`src/include/reset_boot_pkg.sv`:
```
// Constants, types and carriers for reset merging and boot mode selection
// Functional notes
// RULE_01 - Five reset sources: POR, pin, watchdog, wake, brownout
// RULE_02 - Latch boot straps at reset end, hold
// RULE_03 - Board holds reset pin low about 500 us
// RULE_04 - RAM kept on warm resets, lost otherwise
// RULE_05 - Wake-up reset switches voltage regulator back on
// RULE_06 - Boot mode only after POR or pin reset
// RULE_07 - TMS low: mode pin picks user or loader
// RULE_08 - TMS high, port bit low: debug or JTAG-user
// RULE_09 - JTAG user mode keeps debug pins available
// RULE_10 - No password and zero byte: enter loader; the code does so only when the straps decode to plain user mode
// RULE_11 - Loader over CAN bypasses the oscillator
// RULE_12 - Board uses default UART and JTAG pins
// RULE_13 - Merge sources, release synchronously, sample straps then
package reset_boot_pkg;

  // Reset cause vector bit positions
  localparam int CAUSE_POR   = 0;
  localparam int CAUSE_PIN   = 1;
  localparam int CAUSE_WDT   = 2;
  localparam int CAUSE_WAKE  = 3;
  localparam int CAUSE_BROWN = 4;
  localparam int CAUSE_WIDTH = 5;

  // Values after reset
  localparam logic [4:0]  CAUSE_RESET_VALUE   = 5'h01;
  localparam logic [5:0]  SYNC_RESET_VALUE    = 6'h20;
  localparam logic [15:0] BOOT_START_ADDRESS  = 16'h0000;
  localparam logic [15:0] START_ADDRESS_RESET = 16'h0000;

  // Release stretch after the last source goes quiet
  localparam int RELEASE_STRETCH_CYCLES = 16;
  localparam int STRETCH_COUNT_WIDTH    = 8;

  // Board recommendation, not enforced by the device
  localparam int POWERUP_HOLD_US = 500;

  typedef enum logic [1:0] {
    BOOT_USER      = 2'b00,
    BOOT_LOADER    = 2'b01,
    BOOT_DEBUG     = 2'b10,
    BOOT_USER_JTAG = 2'b11
  } boot_mode_t;

  typedef enum logic [1:0] {
    ST_HOLD    = 2'b00,
    ST_STRETCH = 2'b01,
    ST_RUN     = 2'b10
  } seq_state_t;

  typedef struct packed {
    logic boot_mode_config_pin;
    logic tms;
    logic port0_bit0_strap;
  } strap_t;

  typedef struct packed {
    logic   reset_pin_n;
    logic   wakeup;
    logic   brownout;
    strap_t strap;
  } async_in_t;

endpackage

```
`src/pin_sync3.sv`:
```
// Three-stage synchroniser whose output moves when stages two and three agree
`timescale 1ns/1ns
`default_nettype none
module pin_sync3 #(
  parameter int               WIDTH       = 6,
  parameter logic [WIDTH-1:0] RESET_VALUE = '0
) (
  input  wire logic             clock,
  input  wire logic             reset,
  input  wire logic [WIDTH-1:0] async_in,
  output var  logic [WIDTH-1:0] stable
);

  logic [WIDTH-1:0] s1_reg;
  logic [WIDTH-1:0] s2_reg;
  logic [WIDTH-1:0] s3_reg;
  logic [WIDTH-1:0] stable_reg;
  logic [WIDTH-1:0] stable_next;

  // Only bits whose last two stages agree may update; filters one-cycle glitches
  always_comb begin
    stable_next = stable_reg;
    for (int i = 0; i < WIDTH; i++) begin
      if (s2_reg[i] == s3_reg[i]) begin
        stable_next[i] = s3_reg[i];
      end
    end
  end

  // First stage is read only by the second
  always_ff @(posedge clock or posedge reset) begin
    if (reset) begin
      s1_reg     <= RESET_VALUE;
      s2_reg     <= RESET_VALUE;
      s3_reg     <= RESET_VALUE;
      stable_reg <= RESET_VALUE;
    end else begin
      s1_reg     <= async_in;
      s2_reg     <= s1_reg;
      s3_reg     <= s2_reg;
      stable_reg <= stable_next;
    end
  end

  assign stable = stable_reg;

endmodule
`default_nettype wire

```
`src/reset_boot_mode_select.sv`:
```
// Reset source merge, synchronous release and boot strap mode latch
`timescale 1ns/1ns
`default_nettype none
module reset_boot_mode_select #(
  parameter int STRETCH_CYCLES = reset_boot_pkg::RELEASE_STRETCH_CYCLES
) (
  input  wire logic        CLOCK,
  input  wire logic        RESET,
  input  wire logic        RESET_PIN_N,
  input  wire logic        WATCHDOG_EXPIRE,
  input  wire logic        WAKEUP_REQUEST,
  input  wire logic        BROWNOUT_DETECT,
  input  wire logic        BOOT_MODE_CONFIG_PIN,
  input  wire logic        TMS_PIN,
  input  wire logic        PORT0_BIT0_STRAP,
  input  wire logic        PASSWORD_VALID,
  input  wire logic        MEM_ZERO_AT_START,
  input  wire logic        CAN_LOADER_ACTIVE,
  input  wire logic        POWER_DOWN_ENTRY,
  output var  logic        SYS_RESET,
  output var  logic [4:0]  RESET_CAUSE,
  output var  logic        RAM_RETAINED,
  output var  logic        REGULATOR_ON,
  output var  logic [1:0]  BOOT_MODE,
  output var  logic [15:0] START_ADDRESS,
  output var  logic        JTAG_PINS_ENABLE,
  output var  logic        OSC_BYPASS
);

  localparam int CW = reset_boot_pkg::STRETCH_COUNT_WIDTH;
  localparam logic [CW-1:0] STRETCH_LAST = CW'(STRETCH_CYCLES - 1);

  // Strap decode; the unlisted case, TMS high with port bit high, falls back to plain user mode
  function automatic reset_boot_pkg::boot_mode_t decode_straps(
    input reset_boot_pkg::strap_t s
  );
    reset_boot_pkg::boot_mode_t m;
    m = reset_boot_pkg::BOOT_USER;
    if (!s.tms) begin
      m = s.boot_mode_config_pin ? reset_boot_pkg::BOOT_USER
                                 : reset_boot_pkg::BOOT_LOADER; // [RULE_07]
    end else if (!s.port0_bit0_strap) begin
      m = s.boot_mode_config_pin ? reset_boot_pkg::BOOT_USER_JTAG
                                 : reset_boot_pkg::BOOT_DEBUG; // [RULE_08]
    end
    return m;
  endfunction

  reset_boot_pkg::async_in_t  async_raw;
  reset_boot_pkg::async_in_t  async_s;
  reset_boot_pkg::seq_state_t state_reg;
  reset_boot_pkg::seq_state_t state_next;
  reset_boot_pkg::boot_mode_t mode_reg;
  reset_boot_pkg::boot_mode_t mode_next;
  reset_boot_pkg::boot_mode_t strap_mode;
  logic [CW-1:0] cnt_reg;
  logic [CW-1:0] cnt_next;
  logic [4:0]    cause_reg;
  logic [4:0]    cause_next;
  logic [4:0]    src_vec;
  logic          src_any;
  logic          release_now;
  logic          cold_release;
  logic          sys_reset_reg;
  logic          sys_reset_next;
  logic          ram_reg;
  logic          ram_next;
  logic          reg_on_reg;
  logic          reg_on_next;
  logic          jtag_reg;
  logic          jtag_next;
  logic          bypass_reg;
  logic          bypass_next;
  logic [15:0]   start_reg;
  logic [15:0]   start_next;

  // Pin-side sources and straps come from outside the clock domain
  assign async_raw.reset_pin_n               = RESET_PIN_N;
  assign async_raw.wakeup                    = WAKEUP_REQUEST;
  assign async_raw.brownout                  = BROWNOUT_DETECT;
  assign async_raw.strap.boot_mode_config_pin = BOOT_MODE_CONFIG_PIN;
  assign async_raw.strap.tms                 = TMS_PIN;
  assign async_raw.strap.port0_bit0_strap    = PORT0_BIT0_STRAP;

  pin_sync3 #(
    .WIDTH       (6),
    .RESET_VALUE (reset_boot_pkg::SYNC_RESET_VALUE)
  ) u_sync (
    .clock    (CLOCK),
    .reset    (RESET),
    .async_in (async_raw),
    .stable   (async_s)
  );

  // Source vector; power-on is the asynchronous RESET itself
  always_comb begin
    src_vec = '0;
    src_vec[reset_boot_pkg::CAUSE_PIN]   = !async_s.reset_pin_n; // [RULE_01]
    src_vec[reset_boot_pkg::CAUSE_WDT]   = WATCHDOG_EXPIRE; // [RULE_01]
    src_vec[reset_boot_pkg::CAUSE_WAKE]  = async_s.wakeup; // [RULE_01]
    src_vec[reset_boot_pkg::CAUSE_BROWN] = async_s.brownout; // [RULE_01]
  end

  assign src_any      = |src_vec;
  assign release_now  = (state_reg == reset_boot_pkg::ST_STRETCH) && !src_any
                        && (cnt_reg == STRETCH_LAST);
  assign cold_release = release_now && (cause_reg[reset_boot_pkg::CAUSE_POR]
                        || cause_reg[reset_boot_pkg::CAUSE_PIN]);

  // Password check only redirects plain user mode to the loader
  always_comb begin
    strap_mode = decode_straps(async_s.strap);
    if (strap_mode == reset_boot_pkg::BOOT_USER && !PASSWORD_VALID && MEM_ZERO_AT_START) begin
      strap_mode = reset_boot_pkg::BOOT_LOADER; // [RULE_10]
    end
  end

  // Sequencer: hold while any source is active, stretch, then release
  always_comb begin
    state_next  = state_reg;
    cnt_next    = cnt_reg;
    cause_next  = cause_reg;
    mode_next   = mode_reg;
    ram_next    = ram_reg;
    reg_on_next = reg_on_reg;
    start_next  = start_reg;
    case (state_reg)
      reset_boot_pkg::ST_HOLD: begin
        cause_next = cause_reg | src_vec;
        cnt_next   = '0;
        if (!src_any) begin
          state_next = reset_boot_pkg::ST_STRETCH;
        end
      end
      reset_boot_pkg::ST_STRETCH: begin
        cause_next = cause_reg | src_vec;
        if (src_any) begin
          state_next = reset_boot_pkg::ST_HOLD;
        end else if (cnt_reg == STRETCH_LAST) begin
          state_next = reset_boot_pkg::ST_RUN; // [RULE_13]
        end else begin
          cnt_next = cnt_reg + CW'(1);
        end
      end
      reset_boot_pkg::ST_RUN: begin
        if (src_any) begin
          state_next = reset_boot_pkg::ST_HOLD;
          cause_next = src_vec;
        end
        if (POWER_DOWN_ENTRY) begin
          reg_on_next = 1'b0;
        end
      end
      default: begin
        state_next = reset_boot_pkg::ST_HOLD;
      end
    endcase
    if (release_now) begin
      // Pin, watchdog and wake-up resets keep RAM; power-on or brownout leaves it undefined
      ram_next = !(cause_reg[reset_boot_pkg::CAUSE_POR]
                   || cause_reg[reset_boot_pkg::CAUSE_BROWN]); // [RULE_04]
      if (cause_reg[reset_boot_pkg::CAUSE_WAKE]) begin
        reg_on_next = 1'b1; // [RULE_05]
      end
    end
    if (cold_release) begin
      mode_next  = strap_mode; // [RULE_02] [RULE_06] [RULE_13]
      start_next = reset_boot_pkg::BOOT_START_ADDRESS;
    end
  end

  // Outputs derived from the next state so each port is a flop
  always_comb begin
    sys_reset_next = (state_next != reset_boot_pkg::ST_RUN); // [RULE_13]
    jtag_next      = (mode_next == reset_boot_pkg::BOOT_USER_JTAG)
                     || (mode_next == reset_boot_pkg::BOOT_DEBUG); // [RULE_09]
    bypass_next    = (state_next == reset_boot_pkg::ST_RUN)
                     && (mode_next == reset_boot_pkg::BOOT_LOADER)
                     && CAN_LOADER_ACTIVE; // [RULE_11]
  end

  // Merged reset asserts at once with RESET, releases on the clock
  always_ff @(posedge CLOCK or posedge RESET) begin
    if (RESET) begin
      state_reg     <= reset_boot_pkg::ST_HOLD;
      cnt_reg       <= '0;
      cause_reg     <= reset_boot_pkg::CAUSE_RESET_VALUE;
      mode_reg      <= reset_boot_pkg::BOOT_USER;
      ram_reg       <= 1'b0;
      reg_on_reg    <= 1'b1;
      start_reg     <= reset_boot_pkg::START_ADDRESS_RESET;
      sys_reset_reg <= 1'b1;
      jtag_reg      <= 1'b0;
      bypass_reg    <= 1'b0;
    end else begin
      state_reg     <= state_next;
      cnt_reg       <= cnt_next;
      cause_reg     <= cause_next;
      mode_reg      <= mode_next;
      ram_reg       <= ram_next;
      reg_on_reg    <= reg_on_next;
      start_reg     <= start_next;
      sys_reset_reg <= sys_reset_next;
      jtag_reg      <= jtag_next;
      bypass_reg    <= bypass_next;
    end
  end

  assign SYS_RESET        = sys_reset_reg;
  assign RESET_CAUSE      = cause_reg;
  assign RAM_RETAINED     = ram_reg;
  assign REGULATOR_ON     = reg_on_reg;
  assign BOOT_MODE        = mode_reg;
  assign START_ADDRESS    = start_reg;
  assign JTAG_PINS_ENABLE = jtag_reg;
  assign OSC_BYPASS       = bypass_reg;
endmodule
`default_nettype wire

```
`config.mk`:
```
export PLATFORM = sky130hd
export DESIGN_NAME = reset_boot_mode_select
export DESIGN_NICKNAME = d
export VERILOG_FILES = /design/src/include/reset_boot_pkg.sv /design/src/pin_sync3.sv /design/src/reset_boot_mode_select.sv
export SDC_FILE = /design/constraint.sdc
export NUM_CORES = 1
export LEC_CHECK = 0
export BUFFER_PORTS_ARGS = -buffer_cell sky130_fd_sc_hd__buf_2
export CAP_MARGIN = 25
export CORE_UTILIZATION = 39
export DETAILED_ROUTE_END_ITERATION = 8
export GPL_ROUTABILITY_DRIVEN = 0
export PLACE_DENSITY_LB_ADDON = 0.15
export SETUP_SLACK_MARGIN = 0.3
export SLEW_MARGIN = 10
export SYNTH_ARGS = -nofsm -noshare
export SYNTH_HDL_FRONTEND = slang
export SYNTH_SLANG_ARGS = --single-unit
export TNS_END_PERCENT = 50
```
`constraint.sdc`:
```
create_clock -name CLOCK -period 2.05 [get_ports CLOCK]
set_input_delay 0 -clock CLOCK [delete_from_list [all_inputs] [get_ports CLOCK]]
set_output_delay 0 -clock CLOCK [all_outputs]
set_load 0.1 [all_outputs]
```
==> results.json <==
{
  "die_y_um": 72.52,
  "diodes": 0,
  "leakage_nw": 1.065,
  "finalSetupTns_ns": 0,
  "cts_tree": "done",
  "reg2reg_slack_ns": 0.21,
  "max_freq_ghz": 0.5422,
  "synth_warnings": 0,
  "cts_buffer_depth": 2,
  "ant_nets": 0,
  "routedWlPerCell_um": 13.05,
  "wirelength_mm": 3.536,
  "first_iter_violations": 54,
  "worstMarginPinSlew_ns": 0.8066,
  "synth_seq_area_share_pct": 59.81,
  "track_usage_pct": 14.67,
  "fin_crit_ns": 1.844,
  "finalHoldViolCount": 0,
  "grt_max_degree": 23,
  "areaGrowthSynthToFinish_pct": 25.35,
  "max_slew_margin_pct": 45.89,
  "layout_common_cells": "dfrtp_1 (37), buf_2 (24), conb_1 (16)",
  "vias": 1278,
  "layout_commonest_cell": "dfrtp_1",
  "timing.rr.start": "u_sync.stable[5]$_DFFE_PP1N_",
  "largest_register_ffs": 8,
  "antenna_found_initial": 0,
  "die-area_um2": 5258,
  "coreArea_um2": 4755,
  "maxSlewViolCount": 0,
  "clock_latency_ns": 0.29,
  "initial_core_util_pct": 40.79,
  "cp-end-kind": "flop",
  "clock-sinks": 46,
  "crit_type": "reg2reg",
  "drive_above_1_share_pct": 34.80,
  "syn_inst": 154,
  "port_buffers": 24,
  "setup_viol": 0,
  "grt_first_pass_wirelength_mm": 5.761,
  "hold_ws_ns": 0.1702,
  "grt_pass1_vias": 1258,
  "syn_area_um2": 1939,
  "drc": 0,
  "synth.distinct_cells": 43,
  "die_width_um": 72.52,
  "clock-root-buffer": "clkbuf_8",
  "total_power_mw": 2.004,
  "drt-pass1-iter-count": 4,
  "skew_ns": 0.006591,
  "rows": 25,
  "power_density_nw_per_um2": 824.4,
  "rsz0062_at_grt": "true",
  "hpwl_mm": 2.446,
  "cap_violations": 0,
  "fin_nets": 217,
  "crit_fanout": 6,
  "cp.required_ns": 2.24,
  "syn_avg_cell_area_um2": 12.59,
  "ys_ff_latch": 46,
  "cts_htree_levels": 2,
  "period_share_pct": 89.96,
  "clk_pin_slew_ns": 0.09,
  "min_from": "MEM_ZERO_AT_START",
  "viasPerCell": 4.716,
  "critPathLaunch": "u_sync.stable[5]$_DFFE_PP1N_",
  "fillers": 441,
  "grt_overflow": 0,
  "cp.arrival_ns": 2.04,
  "numCtsBuffers": 5,
  "status": "finished, final reports clean",
  "ios": 41,
  "hp-class": "in2reg",
  "ir_drop_mv": 0.5637,
  "start_kind": "flop"
}
## worst max-delay path: stages, from the launching register on
cell	delay, ns
dfstp_2	0.54
or4b_4	0.54
a211oi_4	0.31
buf_4	0.18
a211o_1	0.12
nand2_1	0.05
## worst paths after layout
check | end | depth (start not counted)
max | cnt_reg[4]$_DFFE_PP0P_ | 5
min | BOOT_MODE[0]$_DFF_PP0_ | 4
max reg2reg | cnt_reg[4]$_DFFE_PP0P_ | 5
min reg2reg | u_sync.s2_reg[0]$_DFF_PP0_ | 0
max in group asynchronous | REGULATOR_ON$_DFF_PP1_ | 4
min in group asynchronous | state_reg[0]$_DFF_PP0_ | 3
## kinds of logic (layout without fill, tap and decap cells)
family / count (synthesis) / after routing / share of synthesized area, %
compound gates: 26 / 26 / 10.71
mux: 3 / 3 / 1.742
fa+ha+maj: 7 / 7 / 3.742
flops: 46 / 46 / 59.81
simple gates: 44 / 44 / 13.74
xor+xnor: 4 / 4 / 1.807
other cells: 1 / 16 / 0.1934
buf+inv: 23 / 58 / 8.258
## timing repair
action / 4_1_cts / 5_1_grt
endpoints found under the setup margin: 13 / 18
endpoints found under the hold margin: 23 / 0
pin swaps: 3 / 8
buffers inserted: 2 / 3
gates resized for setup: 1 / 5
hold buffers: 10 / 0
## layer usage
| layer | wire (um) | up-vias | GRT usage, % |
|---|---|---|---|
| met5 | 0 | - | 0 |
| met4 | 69 | 0 | 7.625 |
| met3 | 140 | 8 | 3.889 |
| met2 | 1861 | 31 | 24.30 |
| met1 | 1465 | 634 | 17.56 |
| li1 | - | 605 | - |
## synth_stat cells (all sizes together)
cell type	instances	area share, %
conb	1	0.19
nand4b	1	0.45
buf	19	7.3
nor4b	1	1.2
a211o	1	0.45
dfstp	7	9.5
a21o	2	0.77
a22o	6	2.8
a2111oi	1	0.77
nand2	11	2.1
a21oi	4	1.0
o211ai	3	1.2
o21ai	4	1.0
or4b	1	0.52
nand3	4	1.0
nand4	3	0.97
ha	1	0.65
nand3b	1	0.39
and2	2	0.65
mux2	3	1.7
xor2	1	0.45
nor2b	3	0.97
dfrtp	39	50
a211oi	2	1.4
a2bb2oi	1	0.45
and3	2	0.65
clkbuf	1	0.39
nor2	7	1.4
xnor2	3	1.4
maj3	6	3.1
o31ai	1	0.39
or4	1	0.39
inv	3	0.58
or3	1	0.32
a21boi	1	0.39
nand2b	2	0.65
or2	1	0.32
nor4	3	1.7
## layout make-up
class                           instances  area, um^2  area share (%)
Sequential cell                        46        1162           47.81
Multi-Input combinational cell        100       713.2           29.34
Timing Repair Buffer                   47       317.8           13.07
Tap cell                               67       83.83           3.448
Clock buffer                            6       82.58           3.397
Clock inverter                          2       60.06           2.470
Inverter                                3       11.26          0.4632
## through the flow
| step | instances | utilization (%) | setup WS, ns | instance area (um^2) |
|---|---|---|---|---|
| after floorplan | 169 | - | 0.2364 | 2023 |
| after global routing | 271 | 51.13 | 0.1507 | 2431 |
| after global placement | 248 | 44.84 | 0.2084 | 2132 |
| final | 271 | 51.13 | 0.2057 | 2431 |
| after CTS | 268 | 50.29 | 0.2326 | 2391 |
| after detailed placement | 248 | 44.84 | 0.1718 | 2132 |
## power breakdown
group | internal (mW) | leakage, nW | switching [mW] | total (mW)
Sequential | 0.942 | 0.549 | 0.0218 | 0.963
Combinational | 0.0568 | 0.445 | 0.174 | 0.231
Clock | 0.520 | 0.0714 | 0.290 | 0.810
Total | 1.52 | 1.07 | 0.486 | 2.00
(Power assumes the default switching activity.)
